`src/design/mauh_cfg.svh`:
```
`ifndef MAUH_CFG_SVH
`define MAUH_CFG_SVH
`define MAUH_CLK_HZ 125000000
`define MAUH_BAUD 921600
// Bit period in clock cycles, rounded to nearest
`define MAUH_BIT_CYC ((`MAUH_CLK_HZ + `MAUH_BAUD / 2) / `MAUH_BAUD)
`define MAUH_GRANT_MS 2
`define MAUH_GRANT_CYC (`MAUH_GRANT_MS * (`MAUH_CLK_HZ / 1000))
// Receive grant settle time, well inside the grant limit
`define MAUH_GRANT_SETTLE_CYC 64
`define MAUH_CTS_TX_BITS 2
`define MAUH_EOP_RTS_BITS 1
`define MAUH_CTS_RTS_BITS 2
`define MAUH_IPG_BITS 1
`define MAUH_STROBE_US 125
`define MAUH_STROBE_CYC (`MAUH_STROBE_US * (`MAUH_CLK_HZ / 1000000))
`define MAUH_RESP_MS 100
`define MAUH_RESP_CYC (`MAUH_RESP_MS * (`MAUH_CLK_HZ / 1000))
`define MAUH_TS_RES_US 1
`define MAUH_TS_RES_CYC (`MAUH_TS_RES_US * (`MAUH_CLK_HZ / 1000000))
`define MAUH_RX_GRANT_WAIT_MS 20
`define MAUH_RX_GRANT_WAIT_CYC (`MAUH_RX_GRANT_WAIT_MS * (`MAUH_CLK_HZ / 1000))
`define MAUH_EOP_REQ_MS 1
`define MAUH_EOP_REQ_CYC (`MAUH_EOP_REQ_MS * (`MAUH_CLK_HZ / 1000))
`define MAUH_TS_BYTES 4
`endif

```
`src/design/mauh_pkg.sv`:
```
package mauh_pkg;
   typedef logic [7:0] mauh_byte_t;
   typedef enum logic [1:0] {
      MAUH_TX_IDLE = 2'b00,
      MAUH_TX_REQ = 2'b01,
      MAUH_TX_SEND = 2'b11,
      MAUH_TX_END = 2'b10
   } mauh_tx_state_t;
endpackage

```
`src/design/mauh_if.sv`:
```
interface mauh_if;
   logic host_send_request_n;
   logic mote_receive_grant_n;
   logic mote_send_request_n;
   logic host_receive_grant_n;
   logic timestamp_strobe_n;
   logic host_txd;
   logic mote_txd;
   modport mote (
      input host_send_request_n,
      output mote_receive_grant_n,
      output mote_send_request_n,
      input host_receive_grant_n,
      input timestamp_strobe_n,
      input host_txd,
      output mote_txd
   );
   modport host (
      output host_send_request_n,
      input mote_receive_grant_n,
      input mote_send_request_n,
      output host_receive_grant_n,
      output timestamp_strobe_n,
      output host_txd,
      input mote_txd
   );
endinterface

```
`src/design/mauh_mote.sv`:
```
`include "mauh_cfg.svh"
module mauh_mote (
   input wire logic clk,
   input wire logic rst_n,
   mauh_if.mote link,
   input wire mauh_pkg::mauh_byte_t tx_data,
   input wire logic tx_valid,
   output logic tx_ready,
   input wire logic tx_last,
   output mauh_pkg::mauh_byte_t rx_data,
   output logic rx_valid,
   input wire logic rx_ready,
   output logic rx_frame_err,
   output logic ts_busy
);
   import mauh_pkg::*;
   localparam int BIT = `MAUH_BIT_CYC;
   localparam int HALF = BIT / 2;
   localparam int SETTLE = `MAUH_GRANT_SETTLE_CYC;
   localparam int STROBE_CYC = `MAUH_STROBE_CYC;
   localparam int TSRES = `MAUH_TS_RES_CYC;
   localparam int NTS = `MAUH_TS_BYTES;

   // ***************************************************
   // Receive grant: follows request after a short settle
   // ***************************************************
   logic req_q;
   logic [31:0] gcnt_q;
   always_ff @(posedge clk) begin
      if (!rst_n) begin
         req_q <= 1'b0;
         gcnt_q <= '0;
         link.mote_receive_grant_n <= 1'b1;
      end else begin
         req_q <= !link.host_send_request_n;
         if ((!req_q) == link.mote_receive_grant_n) begin
            gcnt_q <= '0;
         end else if (gcnt_q >= 32'(SETTLE)) begin
            link.mote_receive_grant_n <= !req_q;
            gcnt_q <= '0;
         end else begin
            gcnt_q <= gcnt_q + 32'd1;
         end
      end
   end

   // ***************************************************
   // Receiver: mid-bit sampling, resync on each start edge
   // ***************************************************
   logic [1:0] rxs_q;
   logic rx_busy_q;
   logic [15:0] rcnt_q;
   logic [3:0] rbit_q;
   logic [8:0] rsh_q;
   logic rx_push;
   logic rx_in_ready;
   always_ff @(posedge clk) begin
      if (!rst_n) begin
         rxs_q <= 2'b11;
      end else begin
         rxs_q <= {rxs_q[0], link.host_txd};
      end
   end
   always_ff @(posedge clk) begin
      if (!rst_n) begin
         rx_busy_q <= 1'b0;
         rcnt_q <= '0;
         rbit_q <= '0;
         rsh_q <= '0;
         rx_frame_err <= 1'b0;
      end else begin
         rx_frame_err <= 1'b0;
         if (!rx_busy_q) begin
            if (!rxs_q[1]) begin
               rx_busy_q <= 1'b1;
               rcnt_q <= 16'(HALF);
               rbit_q <= '0;
            end
         end else if (rcnt_q == 16'(BIT - 1)) begin
            rcnt_q <= '0;
            rsh_q <= {rxs_q[1], rsh_q[8:1]};
            if (rbit_q == 4'd9) begin
               rx_busy_q <= 1'b0;
               rx_frame_err <= !rxs_q[1];
            end else begin
               rbit_q <= rbit_q + 4'd1;
            end
         end else begin
            rcnt_q <= rcnt_q + 16'd1;
         end
      end
   end
   assign rx_push = rx_busy_q && (rcnt_q == 16'(BIT - 1)) && (rbit_q == 4'd9) && rxs_q[1];

   // ***************************************************
   // Two-entry receive buffer
   // ***************************************************
   mauh_byte_t rbuf_q [2];
   logic [1:0] rcount_q;
   logic rrd_q;
   logic rwr_q;
   logic rx_pop;
   assign rx_in_ready = rcount_q != 2'd2;
   assign rx_valid = rcount_q != 2'd0;
   assign rx_data = rbuf_q[rrd_q];
   assign rx_pop = rx_valid && rx_ready;
   always_ff @(posedge clk) begin
      if (!rst_n) begin
         rcount_q <= '0;
         rrd_q <= 1'b0;
         rwr_q <= 1'b0;
         rbuf_q[0] <= '0;
         rbuf_q[1] <= '0;
      end else begin
         if (rx_push && rx_in_ready) begin
            rbuf_q[rwr_q] <= rsh_q[8:1];
            rwr_q <= !rwr_q;
         end
         if (rx_pop) begin
            rrd_q <= !rrd_q;
         end
         rcount_q <= rcount_q + 2'(rx_push && rx_in_ready) - 2'(rx_pop);
      end
   end

   // ***************************************************
   // Timestamp: microsecond counter, strobe qualification
   // ***************************************************
   logic [7:0] uscnt_q;
   logic [31:0] us_q;
   logic [31:0] ts_q;
   logic [1:0] ss_q;
   logic [31:0] slow_q;
   logic ts_armed_q;
   logic ts_pend_q;
   logic [2:0] tsidx_q;
   logic ts_done;
   always_ff @(posedge clk) begin
      if (!rst_n) begin
         uscnt_q <= '0;
         us_q <= '0;
      end else if (uscnt_q == 8'(TSRES - 1)) begin
         uscnt_q <= '0;
         us_q <= us_q + 32'd1;
      end else begin
         uscnt_q <= uscnt_q + 8'd1;
      end
   end
   always_ff @(posedge clk) begin
      if (!rst_n) begin
         ss_q <= 2'b11;
         slow_q <= '0;
         ts_armed_q <= 1'b0;
         ts_pend_q <= 1'b0;
         ts_q <= '0;
      end else begin
         ss_q <= {ss_q[0], link.timestamp_strobe_n};
         if (!ss_q[1]) begin
            if (slow_q != 32'hffffffff) begin
               slow_q <= slow_q + 32'd1;
            end
            if (slow_q == 32'(STROBE_CYC - 1)) begin
               ts_armed_q <= 1'b1;
            end
         end else begin
            slow_q <= '0;
            ts_armed_q <= 1'b0;
            if (ts_armed_q && !ts_busy) begin
               ts_pend_q <= 1'b1;
               ts_q <= us_q;
            end
         end
         // Busy until the last byte of the time packet has left
         if (ts_pend_q && ts_done) begin
            ts_pend_q <= 1'b0;
         end
      end
   end
   assign ts_busy = ts_pend_q;

   // ***************************************************
   // Transmit: two-entry buffer, packet handshake, serializer
   // ***************************************************
   logic [8:0] tbuf_q [2];
   logic [1:0] tcount_q;
   logic trd_q;
   logic twr_q;
   logic t_pop;
   mauh_tx_state_t st_q;
   logic [15:0] tcnt_q;
   logic [3:0] tbit_q;
   logic [9:0] tsh_q;
   logic tbusy_q;
   logic tlast_q;
   logic ts_mode_q;
   logic [15:0] wcnt_q;
   logic byte_avail;
   logic [8:0] next_byte;
   logic tgo_q;
   assign tx_ready = tcount_q != 2'd2;
   assign ts_done = ts_mode_q && st_q == MAUH_TX_SEND && !tbusy_q && tlast_q;
   always_ff @(posedge clk) begin
      if (!rst_n) begin
         tcount_q <= '0;
         trd_q <= 1'b0;
         twr_q <= 1'b0;
         tbuf_q[0] <= '0;
         tbuf_q[1] <= '0;
      end else begin
         if (tx_valid && tx_ready) begin
            tbuf_q[twr_q] <= {tx_last, tx_data};
            twr_q <= !twr_q;
         end
         if (t_pop) begin
            trd_q <= !trd_q;
         end
         tcount_q <= tcount_q + 2'(tx_valid && tx_ready) - 2'(t_pop);
      end
   end
   always_comb begin
      if (ts_mode_q) begin
         byte_avail = tsidx_q < 3'(NTS);
         next_byte = {tsidx_q == 3'(NTS - 1), ts_q[8 * tsidx_q[1:0] +: 8]};
      end else begin
         byte_avail = tcount_q != 2'd0;
         next_byte = tbuf_q[trd_q];
      end
   end
   assign t_pop = !ts_mode_q && st_q == MAUH_TX_SEND && !tbusy_q && byte_avail && !tlast_q &&
      (tgo_q || !link.host_receive_grant_n);
   always_ff @(posedge clk) begin
      if (!rst_n) begin
         st_q <= MAUH_TX_IDLE;
         tcnt_q <= '0;
         tbit_q <= '0;
         tsh_q <= '1;
         tbusy_q <= 1'b0;
         tlast_q <= 1'b0;
         ts_mode_q <= 1'b0;
         tsidx_q <= '0;
         wcnt_q <= '0;
         tgo_q <= 1'b0;
         link.mote_send_request_n <= 1'b1;
         link.mote_txd <= 1'b1;
      end else begin
         if (tbusy_q) begin
            link.mote_txd <= tsh_q[0];
            if (tcnt_q == 16'(BIT - 1)) begin
               tcnt_q <= '0;
               tsh_q <= {1'b1, tsh_q[9:1]};
               if (tbit_q == 4'd9) begin
                  tbusy_q <= 1'b0;
               end
               tbit_q <= tbit_q + 4'd1;
            end else begin
               tcnt_q <= tcnt_q + 16'd1;
            end
         end else begin
            link.mote_txd <= 1'b1;
         end
         case (st_q)
            MAUH_TX_IDLE: begin
               if (wcnt_q != 16'd0) begin
                  wcnt_q <= wcnt_q - 16'd1;
               end else if (ts_pend_q || tcount_q != 2'd0) begin
                  ts_mode_q <= ts_pend_q;
                  tsidx_q <= '0;
                  tlast_q <= 1'b0;
                  tgo_q <= 1'b0;
                  link.mote_send_request_n <= 1'b0;
                  st_q <= MAUH_TX_REQ;
               end
            end
            MAUH_TX_REQ: begin
               if (!link.host_receive_grant_n) begin
                  st_q <= MAUH_TX_SEND;
               end
            end
            MAUH_TX_SEND: begin
               if (!tbusy_q && tlast_q) begin
                  link.mote_send_request_n <= 1'b1;
                  wcnt_q <= 16'(`MAUH_IPG_BITS * BIT);
                  ts_mode_q <= 1'b0;
                  st_q <= MAUH_TX_END;
               end else if (!tbusy_q && byte_avail && (tgo_q || !link.host_receive_grant_n)) begin
                  // Grant gates the first byte only; the rest of the packet follows
                  tsh_q <= {1'b1, next_byte[7:0], 1'b0};
                  tbusy_q <= 1'b1;
                  tgo_q <= 1'b1;
                  tcnt_q <= '0;
                  tbit_q <= '0;
                  tlast_q <= next_byte[8];
                  if (ts_mode_q) begin
                     tsidx_q <= tsidx_q + 3'd1;
                  end
               end
            end
            MAUH_TX_END: begin
               if (link.host_receive_grant_n) begin
                  st_q <= MAUH_TX_IDLE;
               end
            end
            default: st_q <= MAUH_TX_IDLE;
         endcase
      end
   end
endmodule

```
`src/flat_wrapper.sv`:
```
// flat-port wrapper written by rule: the top's interface ports become plain ports
module mauh_mote_flat import mauh_pkg::*;
  (clk, rst_n, tx_data, tx_valid, tx_ready, tx_last, rx_data, rx_valid, rx_ready, rx_frame_err, ts_busy, link_host_send_request_n, link_mote_receive_grant_n, link_mote_send_request_n, link_host_receive_grant_n, link_timestamp_strobe_n, link_host_txd, link_mote_txd);
  mauh_if link_i ();
  input wire logic clk;
  input wire logic rst_n;
  input wire mauh_pkg::mauh_byte_t tx_data;
  input wire logic tx_valid;
  output logic tx_ready;
  input wire logic tx_last;
  output mauh_pkg::mauh_byte_t rx_data;
  output logic rx_valid;
  input wire logic rx_ready;
  output logic rx_frame_err;
  output logic ts_busy;
  input wire logic [$bits(link_i.host_send_request_n)-1:0] link_host_send_request_n;
  output wire logic [$bits(link_i.mote_receive_grant_n)-1:0] link_mote_receive_grant_n;
  output wire logic [$bits(link_i.mote_send_request_n)-1:0] link_mote_send_request_n;
  input wire logic [$bits(link_i.host_receive_grant_n)-1:0] link_host_receive_grant_n;
  input wire logic [$bits(link_i.timestamp_strobe_n)-1:0] link_timestamp_strobe_n;
  input wire logic [$bits(link_i.host_txd)-1:0] link_host_txd;
  output wire logic [$bits(link_i.mote_txd)-1:0] link_mote_txd;
  assign link_i.host_send_request_n = link_host_send_request_n;
  assign link_mote_receive_grant_n = link_i.mote_receive_grant_n;
  assign link_mote_send_request_n = link_i.mote_send_request_n;
  assign link_i.host_receive_grant_n = link_host_receive_grant_n;
  assign link_i.timestamp_strobe_n = link_timestamp_strobe_n;
  assign link_i.host_txd = link_host_txd;
  assign link_mote_txd = link_i.mote_txd;
  mauh_mote u_core (.clk(clk), .rst_n(rst_n), .link(link_i), .tx_data(tx_data), .tx_valid(tx_valid), .tx_ready(tx_ready), .tx_last(tx_last), .rx_data(rx_data), .rx_valid(rx_valid), .rx_ready(rx_ready), .rx_frame_err(rx_frame_err), .ts_busy(ts_busy));
endmodule
```
`config.mk`:
```
export PLATFORM = sky130hd
export DESIGN_NAME = mauh_mote_flat
export DESIGN_NICKNAME = d
export VERILOG_FILES = /design/src/design/mauh_pkg.sv /design/src/design/mauh_if.sv /design/src/design/mauh_mote.sv /design/src/flat_wrapper.sv
export VERILOG_INCLUDE_DIRS = /design/src /design/src/design
export SDC_FILE = /design/constraint.sdc
export NUM_CORES = 1
export LEC_CHECK = 0
export BUFFER_PORTS_ARGS = -buffer_cell sky130_fd_sc_hd__buf_2
export CAP_MARGIN = 20
export CELL_PAD_IN_SITES_DETAIL_PLACEMENT = 0
export CELL_PAD_IN_SITES_GLOBAL_PLACEMENT = 2
export CORE_MARGIN = 3
export CORE_UTILIZATION = 40
export CTS_CLUSTER_SIZE = 14
export DETAILED_ROUTE_END_ITERATION = 16
export PLACE_DENSITY_LB_ADDON = 0.1
export SETUP_SLACK_MARGIN = 0.4
export SLEW_MARGIN = 0
export SYNTH_ARGS = -nofsm -noshare
export SYNTH_HDL_FRONTEND = slang
export SYNTH_SLANG_ARGS = --single-unit
```
`constraint.sdc`:
```
create_clock -name clk -period 3.13 [get_ports clk]
set_clock_uncertainty 0.1 [all_clocks]
set_input_delay 0.1565 -clock clk [delete_from_list [all_inputs] [get_ports clk]]
set_output_delay 0.1565 -clock clk [all_outputs]
set_load 0.02 [all_outputs]
```
; ---- After elaboration in Yosys (flattened, before gate mapping)
; Memory sizes are Yosys's and may differ from the RTL's. A register that Yosys moved wholly into a read port is not among the register bits.
; Index checks and enable logic that the tools add are counted.
[classes]
n_addsub = 14
order_cmp = 2
n_eq_ne = 26
n_shift = 1
n_mux = 80
bitwise = 2
n_reduce_logical = 55
[ops]
columns = cell, count
row1 = $mux W16, 10
row2 = $add A32 B1 Y32 const B, 3
row3 = $mux W10, 5
row4 = $mux W1, 36
row5 = $mux W4, 9
row6 = $add A16 B1 Y16 const B, 2
row7 = $eq A16 B8 Y1 const B, 2
row8 = $eq A32 B14 Y1 const B, 1
row9 = $ge A32 B7 Y1 const B, 1
row10 = $ne A32 B32 Y1 const B, 1
row11 = $pmux W16 S2, 1
row12 = $shiftx A32 B6 Y8, 1
row13 = $ne A2 B2 Y1 const B, 11
row14 = $logic_and A1 B1 Y1, 19
row15 = $mux W9, 2
row16 = $reduce_bool A16 Y1, 1
row17 = $sub A16 B1 Y16 const B, 1
row18 = $mux W3, 5
row19 = $logic_not A1 Y1, 12
row20 = $mux W2, 5
row21 = $reduce_and A5 Y1, 2
row22 = $reduce_or A9 Y1, 1
row23 = $add A4 B1 Y4 const B, 2
row24 = $add A8 B1 Y8 const B, 1
row25 = 26 further kinds, 46
[word_totals]
register_bits = 240
mem_bits_rw = 34
inputBits = 17
out_inout_bits = 15
word_cells = 216
mem_count = 2
[mem_list]
columns = name, words, word_bits, read_ports, rd_ports_with_merged_regs, write_ports, line_no
row1 = u_core.tbuf_q, 2, 9, 1, 1, 2, mauh_mote.sv:184  ; logic [8:0] tbuf_q [2];
row2 = u_core.rbuf_q, 2, 8, 1, 1, 2, mauh_mote.sv:98  ; mauh_byte_t rbuf_q [2];

; ---- Longest topological paths before layout
; Gate-level depths: netlist (run 1).
[depth]
ltp_word = 10
mapped_depth = 10
ltp_nobuf = 10

; ---- Worst setup path after synthesis (run 1)
; OpenSTA, ideal clock, no wires.
[synth_path]
kind = flip-flop to flip-flop
start = register u_core.rcnt_q[0]
end = memory u_core.rbuf_q[0][0] in the netlist's numbering (enable)
setup_time_ns = 0.387
t_arrival_ns = 1.979
required_time_ns = 2.643
path_slack_ns = 0.665
path_stages_with_launch = 7
n_path_buf = 2
period_less_slack_ns = 2.465
cell_sequence = dfxtp_1 > ha_1 > and4b_1 > nand4_1 > clkbuf_1 > clkbuf_1 > o31ai_1
[synth_lines]
columns = element, line_no
row1 = start: declaration, mauh_mote.sv:52  ; logic [15:0] rcnt_q;
row2 = start signal: assignment, mauh_mote.sv:76  ; rcnt_q <= 16'(HALF);
row3 = start signal: assignment, mauh_mote.sv:89  ; rcnt_q <= rcnt_q + 16'd1;
row4 = end: declaration, mauh_mote.sv:98

; ---- Worst setup path after layout (run 1)
[layout_path]
start = register u_core.st_q[0]
end = register u_core.tsh_q[9]
[layout_between]
elab_chain_cells = 2
[layout_lines]
columns = element, line_no
row1 = start: declaration, mauh_mote.sv:189  ; mauh_tx_state_t st_q;
row2 = start signal: assignment, mauh_mote.sv:233  ; st_q <= MAUH_TX_IDLE;
row3 = start signal: assignment, mauh_mote.sv:271  ; st_q <= MAUH_TX_REQ;
row4 = start signal: assignment, mauh_mote.sv:276  ; st_q <= MAUH_TX_SEND;
row5 = $eq A2 B2 Y1, mauh_mote.sv:261  ; case (st_q)
row6 = $mux W10, mauh_mote.sv:261
row7 = end signal: assignment, mauh_mote.sv:250  ; tsh_q <= {1'b1, tsh_q[9:1]};
row8 = end signal: assignment, mauh_mote.sv:287  ; tsh_q <= {1'b1, next_byte[7:0], 1'b0};
row9 = end: declaration, mauh_mote.sv:192  ; logic [9:0] tsh_q;
; No other way between the ends.
; A chain may end at the register's enable or synchronous reset.

==> results of run 1 <==
[what timing repair did]
action | in CTS | in global routing
hold endpoints to repair | 25 | 0
hold buffers | 15 | 0
gates resized for setup | 0 | 1
endpoints found under the setup margin | 0 | 1
[per-stage QoR]
stage	std cells	power, mW
finish	1792	8.84
global placement	1717	5.23
global route	1792	9.30
floorplan	1337	4.91
detailed placement	1717	5.23
CTS	1792	8.98
[cell families (layout without fill, tap and decap cells)]
family | Yosys count | after routing | synth area share
compound gates | 208 | 208 | 0.111
buf+inv | 104 | 169 | 0.0339
xor+xnor | 79 | 79 | 0.0562
other cells | 1 | 25 | 0.000305
mux | 44 | 44 | 0.0447
simple gates | 576 | 576 | 0.253
flops | 275 | 275 | 0.475
fa+ha+maj | 26 | 26 | 0.0264
[cell usage after synthesis, types with 3 or more instances]
library cell | n | area [um^2]
o211a_1 | 4 | 40.0
nor4_2 | 4 | 50.1
a21boi_0 | 6 | 45.0
nor4b_1 | 3 | 26.3
and4b_1 | 3 | 30.0
buf_1 | 5 | 18.8
a31oi_1 | 7 | 43.8
a211oi_1 | 12 | 90.1
clkbuf_1 | 52 | 195
o211ai_1 | 8 | 60.1
dfxtp_1 | 241 | 4820
nand2_1 | 130 | 488
o41ai_1 | 3 | 26.3
o21ai_0 | 35 | 175
o31a_1 | 3 | 26.3
and3_1 | 22 | 138
nand2b_1 | 18 | 113
nor4_1 | 25 | 156
and4_1 | 13 | 114
nor2_1 | 118 | 443
o221a_2 | 3 | 33.8
ha_1 | 26 | 325
edfxtp_1 | 34 | 1020
o31ai_1 | 11 | 82.6
nand3_1 | 52 | 260
buf_2 | 7 | 35.0
or2_2 | 7 | 43.8
mux2i_1 | 28 | 280
nor2b_1 | 12 | 75.1
nand4b_1 | 3 | 26.3
or3_1 | 17 | 106
mux2_2 | 8 | 90.1
nand3b_1 | 6 | 45.0
o21a_1 | 9 | 67.6
a21oi_1 | 80 | 400
or4_1 | 14 | 105
mux4_2 | 8 | 180
and2_1 | 47 | 294
nor3_1 | 23 | 115
a311oi_1 | 3 | 26.3
inv_1 | 37 | 139
nand4_1 | 39 | 244
xor2_1 | 44 | 385
xnor2_1 | 35 | 307
o221ai_1 | 8 | 70.1
[metal layers]
layer | routed length, um | vias to the layer above
met5 | 0 | -
met4 | 489 | 0
met3 | 627 | 39
met2 | 12400 | 73
met1 | 13700 | 4384
li1 | - | 4790
[registers in the layout, indices dropped and copies added, names as in the netlist, 3 cells and up, named ones only]
signal,flops
u_core.wcnt_q,16
u_core.rbit_q,4
u_core.us_q,32
u_core.gcnt_q,32
u_core.rsh_q,8
u_core.tcnt_q,16
u_core.rcnt_q,16
u_core.rbuf_q,16
u_core.ts_q,32
u_core.tbit_q,4
u_core.tbuf_q,18
u_core.tsidx_q,3
u_core.tsh_q,10
u_core.uscnt_q,8
u_core.slow_q,32
[how the worst max path moves through the flow]
| stage | start | to | slack [ns] | cells after the start |
|---|---|---|---|---|
| 2_1_floorplan | u_core.rcnt_q[0]$_SDFFE_PN0P_ | u_core.rbuf_q[0][0]$_SDFFCE_PN0P_ | 0.66 | 6 |
| 3_3_place_gp | u_core.st_q[0]$_SDFFE_PN0P_ | u_core.tsh_q[9]$_SDFF_PN1_ | 0.60 | 6 |
| 3_5_place_dp | u_core.st_q[0]$_SDFFE_PN0P_ | u_core.tsh_q[9]$_SDFF_PN1_ | 0.59 | 6 |
| 4_1_cts | u_core.st_q[0]$_SDFFE_PN0P_ | u_core.tsh_q[9]$_SDFF_PN1_ | 0.57 | 6 |
| 5_1_grt | u_core.rcnt_q[4]$_SDFFE_PN0P_ | u_core.rsh_q[3]$_SDFFE_PN0P_ | 0.40 | 6 |
| 6_report | u_core.st_q[0]$_SDFFE_PN0P_ | u_core.tsh_q[9]$_SDFF_PN1_ | 0.64 | 6 |
[power by group]
part | switching, mW | total, mW | internal (mW)
clock network | 1.45 | 3.67 | 2.22
registers | 0.147 | 3.91 | 3.76
logic | 0.728 | 1.26 | 0.530
total | 2.32 | 8.84 | 6.51
[worst reg2reg max path, cell delays in order, from the launching register on]
cell and delay [ns]:
dfxtp_1 0.33, ha_1 0.34, buf_4 0.22, and2_1 0.19
and2_1 0.19, nand3b_1 0.52, or2_2 0.47
[layout make-up]
cell class                 count  share of cell area
clock buffer                  52              0.0713
tap                          390              0.0344
inverter                      37             0.00989
timing repair buffer          72              0.0353
multi-input combinational    958               0.433
sequential                   275               0.413
clock inverter                 8             0.00318
==> key figures, run 1 <==
Critical path
  – Worst reg2reg path endpoint: u_core.tsh_q[9]$_SDFF_PN1_
  – Most used cell along the critical path: and2_1
  – Required time of the critical path: 3.41 ns
  – Slowest cell on crit path: nand3b_1
  – R2R cell count: 6
  – R2R setup slack: 0.64 ns
  – Critical path fanouts, max: 16
  – Reg-to-reg startpoint: u_core.st_q[0]$_SDFFE_PN0P_
  – CP top delay family: simple AND/OR/NAND/NOR gates
  – Critical path, cell by cell: ha_1, buf_4, and2_1, and2_1, nand3b_1, or2_2
  – Max incr delay on CP: 0.52 ns
  – Crit Path Category: flip-flop to flip-flop
  – Startpoint types: flip-flop
  – Buf+Inv Stages, Crit Path: 1
  – Crit path DAT: 2.76 ns
  – Critical Path Sink Type: flip-flop

Timing
  – Maximum operating frequency: 402 MHz
  – Period minus WS final: 2.49 ns
  – Relative slew margins: 0.469
  – RSZ-0062 raised after global routing: no
  – Final setup viols: 0
  – Final Hold Viols: 0
  – Slew @ Worst Pin: 0.788 ns
  – Period utilisation layout: 0.794
  – Max-slew violation count: 0
  – Final worst slack: 0.644 ns
  – WHS: 0.0230 ns
  – Setup_tns: 0 ns

Layout
  – Layout Nets: 1421
  – Multi-input gate area: 6140 um^2
  – Fillers: 2921
  – Register area: 5850 um^2
  – Fraction of layout cells with a size suffix above 1: 0.109
  – Area growth from synthesis to layout: 15.1%
  – Finished Cell Area: 14200 um^2
  – Finished Core Util: 0.473
  – Commonest non-fill, non-tap cell in the layout: dfxtp_1
  – Ant. Diodes: 0
  – Most frequent cells in the layout: dfxtp_1 (241), nand2_1 (130), nor2_1 (118)

Clock tree
  – Postcts setup bufs: 0
  – Htree depth: 2
  – CTS tree: built
  – Clk_lat worst skew: 0.50 ns
  – Root buffer cell: clkbuf_16
  – Clock buffer depth: 3
  – Num CTS Buffers: 34
  – Clk slew on worst S/H paths: 0.06 ns
  – CTS Sinks: 275

Run status
  – Status: finished clean

Floorplanning
  – Io pins: 32
  – Placement row count: 63
  – Starting Density: 0.411
  – Core area: 30000 um^2
  – Die X: 181 um
  – Die ar.: 32900 um^2
  – Die Y-Extent: 181 um

Synthesis
  – Post-synth EDFFs: 34
  – Post-Syn Area: 12300 um^2
  – FF+latch count, synth: 275
  – Seq/Total Area, Yosys: 0.475
  – Synth async-reset ratio: 0
  – Cells after synthesis: 1313
  – Syn_area_per_cell: 9.38 um^2
  – Distinct cells, synth: 78
  – Main synth FF type: dfxtp_1
  – Yosys warnings: 0

Routing
  – Drt wl/cell: 15.2 um
  – Drt via density: 5.18
  – Post-DRT Antenna Nets: 0
  – DR DRC count: 0
  – Initial DRT Pass Iterations: 5
  – Initial DRC Count: 474
  – Routed via count: 9286
  – Total routed wirelength: 27.2 mm

Place
  – DP Wirelength: 18.5 mm
  – Routability Congestion: 0.751
  – DP Worst Slack: 0.591 ns
  – Placed instance area: 13000 um^2
  – IO Port Bufs: 31

GRT
  – GR Layer Usage met1: 0.234
  – Vias in the first global route: 9069
  – Total track usage: 0.165
  – Met3 usage: 0.0242
  – Met2 GRT Util: 0.266
  – Grt total ovfl: 0
  – Largest net degree at the start of global routing: 35
  – Busiest grt layer: met2
  – First-pass GRT wire length: 46.3 mm
  – Antenna violations before repair: 0

Power
  – Cell Pwr Density: 624 nW/um^2
  – VDD IR-drop max: 0.328 mV
  – Total leakage power: 5.16 nW

Min path
  – Hold worst-path end: u_core.twr_q$_SDFFE_PN0P_
  – Hold depth: 5
  – HP Start: tx_valid
  – Path category of the worst min-delay check: input port to flip-flop

Job
  – Max_cap viols: 0
Power figures use the tool's default switching activity.
==> inputs of run 2 (changes only) <==
==> constraint.sdc (replaced) <==
create_clock -name clk -period 2.5 [get_ports clk]
set_clock_uncertainty 0.1 [all_clocks]
set_input_delay 0.125 -clock clk [delete_from_list [all_inputs] [get_ports clk]]
set_output_delay 0.125 -clock clk [all_outputs]
set_load 0.02 [all_outputs]
==> key figures, run 2 (synthesis results as in run 1) <==
Min path
  – Path category of the worst min-delay check: input port to flip-flop

Timing
  – Maximum operating frequency: 476 MHz (+18%)
  – Relative slew margins: 0.580 (+0.111)
  – Final Hold Viols: 0 (unchanged)
  – RSZ-0062 raised after global routing: yes
  – Period minus WS final: 2.10 ns (-0.384 ns)
  – Setup_tns: 0 ns (unchanged)
  – Period utilisation layout: 0.841 (+0.0466)
  – Final setup viols: 0 (unchanged)
  – Max-slew violation count: 0 (unchanged)
  – Slew @ Worst Pin: 0.627 ns (-0.160 ns)

Critical path
  – Critical path fanouts, max: 6 (-10)
  – Crit Path Category: flip-flop to flip-flop
  – Startpoint types: flip-flop
  – Crit path DAT: 2.39 ns (-0.37 ns)
  – Required time of the critical path: 2.79 ns (-0.62 ns)
  – Critical Path Sink Type: flip-flop

Power
  – Internal power: 8.58 mW (+32%)
  – Clock Power Share: 0.420 (+0.004)
  – NetSw: 3.01 mW (+30%)
  – Post-layout power: 11.6 mW (+31%)
  – Seq pwr share: 0.426 (-0.016)
  – Cell Pwr Density: 781 nW/um^2 (+25%)
  – Total leakage power: 5.42 nW (+5.0%)
  – Net Sw Frac: 0.260 (-0.00315)
  – Combinational power share: 0.155 (+0.013)
  – VDD IR-drop max: 0.458 mV (+40%)

Floorplanning
  – Io pins: 32 (unchanged)
  – Die X: 181 um (unchanged)
  – Placement row count: 63 (unchanged)
  – Die Y-Extent: 181 um (unchanged)
  – Die ar.: 32900 um^2 (unchanged)
  – Starting Density: 0.411 (unchanged)
  – Core area: 30000 um^2 (unchanged)

Clock tree
  – Clock buffer depth: 3 (unchanged)
  – Clk_lat worst skew: 0.51 ns (about the same)
  – CTS Sinks: 275 (unchanged)
  – Htree depth: 2 (unchanged)
  – CTS tree: built
  – Num CTS Buffers: 34 (unchanged)
  – Clk slew on worst S/H paths: 0.05 ns (about the same)
  – Root buffer cell: clkbuf_16

Layout
  – Ant. Diodes: 0 (unchanged)
  – Most frequent cells in the layout: dfxtp_1 (210), nand2_1 (127), nor2_1 (117)
  – Fillers: 2843 (-2.7%)
  – Area growth from synthesis to layout: 20.6%
  – Finished Core Util: 0.496 (+0.0225)
  – Layout Nets: 1455 (+2.4%)
  – Commonest non-fill, non-tap cell in the layout: dfxtp_1
  – Fraction of layout cells with a size suffix above 1: 0.180 (+0.0711)

Routing
  – Drt via density: 5.19 (+0.18%)
  – Total routed wirelength: 28.1 mm (+3.4%)
  – Drt wl/cell: 15.4 um (+1.5%)
  – Initial DRT Pass Iterations: 4 (-1)
  – Routed via count: 9484 (+2.1%)
  – Post-DRT Antenna Nets: 0 (unchanged)
  – Initial DRC Count: 470 (-0.84%)
  – DR DRC count: 0 (unchanged)

Place
  – Routability Congestion: 0.785 (+4.6%)
  – DP Wirelength: 19.0 mm (+2.3%)
  – IO Port Bufs: 31 (unchanged)

GRT
  – GR Layer Usage met1: 0.233 (-0.00153)
  – Vias in the first global route: 9101 (+0.35%)
  – Antenna violations before repair: 0 (unchanged)
  – Largest net degree at the start of global routing: 34 (-2.9%)
  – Met2 GRT Util: 0.269 (+0.00300)
  – Total track usage: 0.166 (+0.00135)
  – Busiest grt layer: met2
  – Met3 usage: 0.0244 (+0.000200)
  – Grt total ovfl: 0 (unchanged)
  – First-pass GRT wire length: 46.3 mm (unchanged)

Job
  – Max_cap viols: 0 (unchanged)

Run status
  – Status: finished clean
==> run 2: power by group through the flow <==
stage / logic [mW] / clock network (mW) / registers (mW)
floorplan: 1.21 / 0 / 4.94
global placement: 1.60 / 0 / 4.98
detailed placement: 1.60 / 0 / 4.98
CTS: 1.68 / 5.03 / 4.91
global route: 2.01 / 5.21 / 4.96
finish: 1.79 / 4.87 / 4.93
==> run 2: worst paths after layout <==
check        slack [ns]                          start                           to  cells past startpoint
min                0.13      link_host_receive_grant_n  u_core.st_q[1]$_SDFFE_PN0P_                      4
max reg2reg        0.40  u_core.wcnt_q[1]$_SDFFE_PN0P_  u_core.st_q[1]$_SDFFE_PN0P_                      7
min reg2reg        0.31     u_core.rxs_q[0]$_SDFF_PN1_   u_core.rxs_q[1]$_SDFF_PN1_                      1
max                0.40  u_core.wcnt_q[1]$_SDFFE_PN0P_  u_core.st_q[1]$_SDFFE_PN0P_                      7
==> run 2: stage by stage <==
step / cell area (um^2) / std cells / worst slack, ns / hold slack, ns
2_1_floorplan: 12400 / 1337 / 0.414 / 0.0917
3_3_place_gp: 13100 / 1733 / 0.249 / 0.196
3_5_place_dp: 13100 / 1733 / 0.168 / 0.198
4_1_cts: 14500 / 1809 / 0.393 / 0.0651
5_1_grt: 14800 / 1827 / 0.273 / 0.175
6_report: 14800 / 1827 / 0.398 / 0.135
==> run 2: repair_timing <==
| action | in CTS | in global routing |
|---|---|---|
| pin swaps | 4 | 22 |
| hold buffers | 15 | 0 |
| endpoints found under the hold margin | 27 | 0 |
| gates resized for setup | 24 | 73 |
| cloned | 0 | 1 |
| endpoints found under the setup margin | 39 | 84 |
| buffers inserted | 0 | 17 |
==> run 2: area by class of cell <==
cell class / count / area [um^2] / area share
inverter: 37 / 139 / 0.00936
multi-input combinational: 959 / 6440 / 0.434
sequential: 275 / 5890 / 0.397
clock buffer: 56 / 1040 / 0.0699
tap: 390 / 488 / 0.0329
timing repair buffer: 105 / 764 / 0.0515
clock inverter: 5 / 78.8 / 0.00531
==> run 2: critical path, stage by stage, from the launching register on <==
cell and delay (ns):
dfxtp_1 0.34, inv_1 0.09, ha_1 0.15, nor2b_4 0.17, nand2_1 0.07, o31a_1 0.43, or4_4 0.51, o211a_1 0.13
==> run 2: routing by layer <==
metal  up-vias  part of all wire
met5         -                 0
met4         0             0.022
met3        45             0.028
met2        92              0.46
met1      4481              0.49
li1       4866                 -
==> inputs of run 3 (changes only) <==
==> constraint.sdc (replaced) <==
create_clock -name clk -period 2.1 [get_ports clk]
set_clock_uncertainty 0.1 [all_clocks]
set_input_delay 0.105 -clock clk [delete_from_list [all_inputs] [get_ports clk]]
set_output_delay 0.105 -clock clk [all_outputs]
set_load 0.02 [all_outputs]
==> key figures, run 3 (synthesis results as in run 1) <==
Routing
  – Post-DRT Antenna Nets: 0 (unchanged)
  – Routed via count: 10200 (+7.7%)
  – Total routed wirelength: 30.8 mm (+9.3%)
  – Initial DRT Pass Iterations: 4 (unchanged)
  – Drt via density: 5.20 (+0.11%)
  – Initial DRC Count: 380 (-19%)
  – DR DRC count: 0 (unchanged)
  – Drt wl/cell: 15.7 um (+1.7%)

Critical path
  – R2R cell count: 5 (-2)
  – Critical path, cell by cell: nor4_4, nand3_2, o31a_1, or4_1, o211a_1
  – Critical Path Sink Type: flip-flop
  – Crit path from: u_core.wcnt_q[5]$_SDFFE_PN0P_
  – Worst reg2reg path endpoint: u_core.st_q[1]$_SDFFE_PN0P_
  – R2R setup slack: 0.04 ns (-0.36 ns)
  – Max incr delay on CP: 0.50 ns (about the same)
  – Slowest cell on crit path: or4_1
  – Reg-to-reg startpoint: u_core.wcnt_q[5]$_SDFFE_PN0P_
  – Critical path fanouts, max: 5 (-1)
  – Crit Path Category: flip-flop to flip-flop
  – Crit path DAT: 2.36 ns (-0.03 ns)
  – Startpoint types: flip-flop
  – Critical Path Sink: u_core.st_q[1]$_SDFFE_PN0P_
  – Required time of the critical path: 2.40 ns (-0.39 ns)

Place
  – DP Worst Slack: 0.00852 ns (-0.160 ns)
  – Routability Congestion: 0.774 (-1.4%)
  – Placed instance area: 13800 um^2 (+4.9%)
  – DP Wirelength: 19.2 mm (+1.3%)
  – IO Port Bufs: 31 (unchanged)
  – Placed Cells: 1780 (+2.7%)

Run status
  – Failing checks: negative hold slack
  – Status: finished, violations left

Clock tree
  – Root buffer cell: clkbuf_16
  – CTS Hold Buffers Added: 15 (unchanged)
  – Htree depth: 2 (unchanged)
  – Clk slew on worst S/H paths: 0.06 ns (about the same)
  – Num CTS Buffers: 34 (unchanged)
  – Clk_lat worst skew: 0.51 ns (about the same)
  – Clock buffer depth: 3 (unchanged)
  – CTS Sinks: 275 (unchanged)
  – CTS tree: built

Layout
  – Area growth from synthesis to layout: 42.2%
  – Finished Cell Area: 17500 um^2 (+18%)
  – Fillers: 2590 (-8.9%)
  – Fraction of layout cells with a size suffix above 1: 0.372 (+0.192)
  – Multi-input gate area: 7590 um^2 (+18%)
  – Commonest non-fill, non-tap cell in the layout: dfxtp_1
  – Layout Nets: 1592 (+9.4%)
  – Ant. Diodes: 0 (unchanged)
  – Register area: 6000 um^2 (+1.8%)
  – Final non-filler cell total: 1965 (+7.6%)
  – Most frequent cells in the layout: dfxtp_1 (179), buf_4 (126), nand2_1 (119)

Min path
  – Hold depth: 2 (-2)
  – Path category of the worst min-delay check: input port to flip-flop

GRT
  – Antenna violations before repair: 0 (unchanged)
  – Met3 usage: 0.0260 (+0.00160)
  – Met2 GRT Util: 0.304 (+0.0351)
  – GR Layer Usage met1: 0.232 (-0.000506)
  – Grt total ovfl: 0 (unchanged)
  – First-pass GRT wire length: 49.5 mm (+7.0%)
  – Largest net degree at the start of global routing: 53 (+56%)
  – Busiest grt layer: met2
  – Total track usage: 0.177 (+0.0102)
  – Vias in the first global route: 9928 (+9.1%)

Timing
  – Period minus WS final: 2.06 ns (-0.0417 ns)
  – Final worst slack: 0.0398 ns (-0.358 ns)
  – Slew @ Worst Pin: 0.558 ns (-0.0698 ns)
  – Relative slew margins: 0.628 (+0.0476)
  – RSZ-0062 raised after global routing: yes
  – WHS: -0.123 ns (-0.258 ns)
  – Maximum operating frequency: 485 MHz (+2.0%)
  – Max-slew violation count: 0 (unchanged)
  – Final setup viols: 0 (unchanged)
  – Period utilisation layout: 0.981 (+0.140)
  – Final Hold Viols: 2 (+2)

Floorplanning
  – Io pins: 32 (unchanged)
  – Die ar.: 32900 um^2 (unchanged)
  – Die Y-Extent: 181 um (unchanged)
  – Core area: 30000 um^2 (unchanged)
  – Placement row count: 63 (unchanged)
  – Starting Density: 0.411 (unchanged)
  – Die X: 181 um (unchanged)

Power
  – Cell Pwr Density: 878 nW/um^2 (+12%)
  – VDD IR-drop max: 0.609 mV (+33%)
  – Total leakage power: 6.49 nW (+20%)

Job
  – Max_cap viols: 0 (unchanged)
## run 3: cell types whose count changed in the layout (fill, tap and decap cells not counted), sizes merged
cell    delta
buf      +134
bufinv     +1
clkbuf     -6
clkinv    +10
inv        -1
## run 3: critical path: cells and delay by family (launching register included)
| kind | cells | cell delay, ns |
|---|---|---|
| AND/OR/NAND/NOR | 3 | 0.98 |
| AO/OA/AOI/OAI | 2 | 0.54 |
| flip-flops | 1 | 0.34 |
## run 3: worst min path at each step
stage                              from                            end  slack (ns)
2_1_floorplan  link_host_send_request_n        u_core.req_q$_SDFF_PN0_        0.07
3_3_place_gp   link_host_send_request_n        u_core.req_q$_SDFF_PN0_        0.17
3_5_place_dp   link_host_send_request_n        u_core.req_q$_SDFF_PN0_        0.17
4_1_cts                           rst_n  u_core.tcount_q[0]$_SDFF_PN0_       -0.15
5_1_grt                           rst_n  u_core.tcount_q[0]$_SDFF_PN0_       -0.14
6_report                          rst_n  u_core.tcount_q[0]$_SDFF_PN0_       -0.12
## run 3: through the flow
step	utilization	hold slack, ns	setup TNS (ns)	total power, mW
3_3_place_gp	0.459	0.170	0	8.17
6_report	0.584	-0.123	0	15.4
4_1_cts	0.541	-0.147	0	14.7
5_1_grt	0.584	-0.140	-0.237	16.1
3_5_place_dp	0.459	0.171	0	8.17
2_1_floorplan	-	0.0717	0	7.48
## run 3: repair_timing
action                                 4_1_cts  5_1_grt
setup endpoints to repair                  204      205
gates cloned                                 3        2
resized for setup                          166      236
endpoints found under the hold margin       28        2
pin swaps                                   91      132
setup buffers                               72       31
## run 3: power breakdown
group          total (mW)  switching [mW]  internal [mW]
combinational        3.70            1.74           1.96
sequential           5.88           0.267           5.61
clock                5.79            2.24           3.55
## run 3: area by class of cell
| type | instances | area share |
|---|---|---|
| flip-flops and latches | 275 | 0.343 |
| multi-input cells | 959 | 0.434 |
| clock buffers | 47 | 0.0543 |
| well taps | 390 | 0.0279 |
| clock inverters | 15 | 0.00958 |
| inverters | 37 | 0.00829 |
| repair buffers | 242 | 0.123 |
## run 3: metal layers
metal | vias to the layer above | wire (um)
li1 | 5163 | -
met2 | 120 | 15000
met3 | 54 | 915
met1 | 4875 | 14200
met4 | 0 | 640
met5 | - | 0
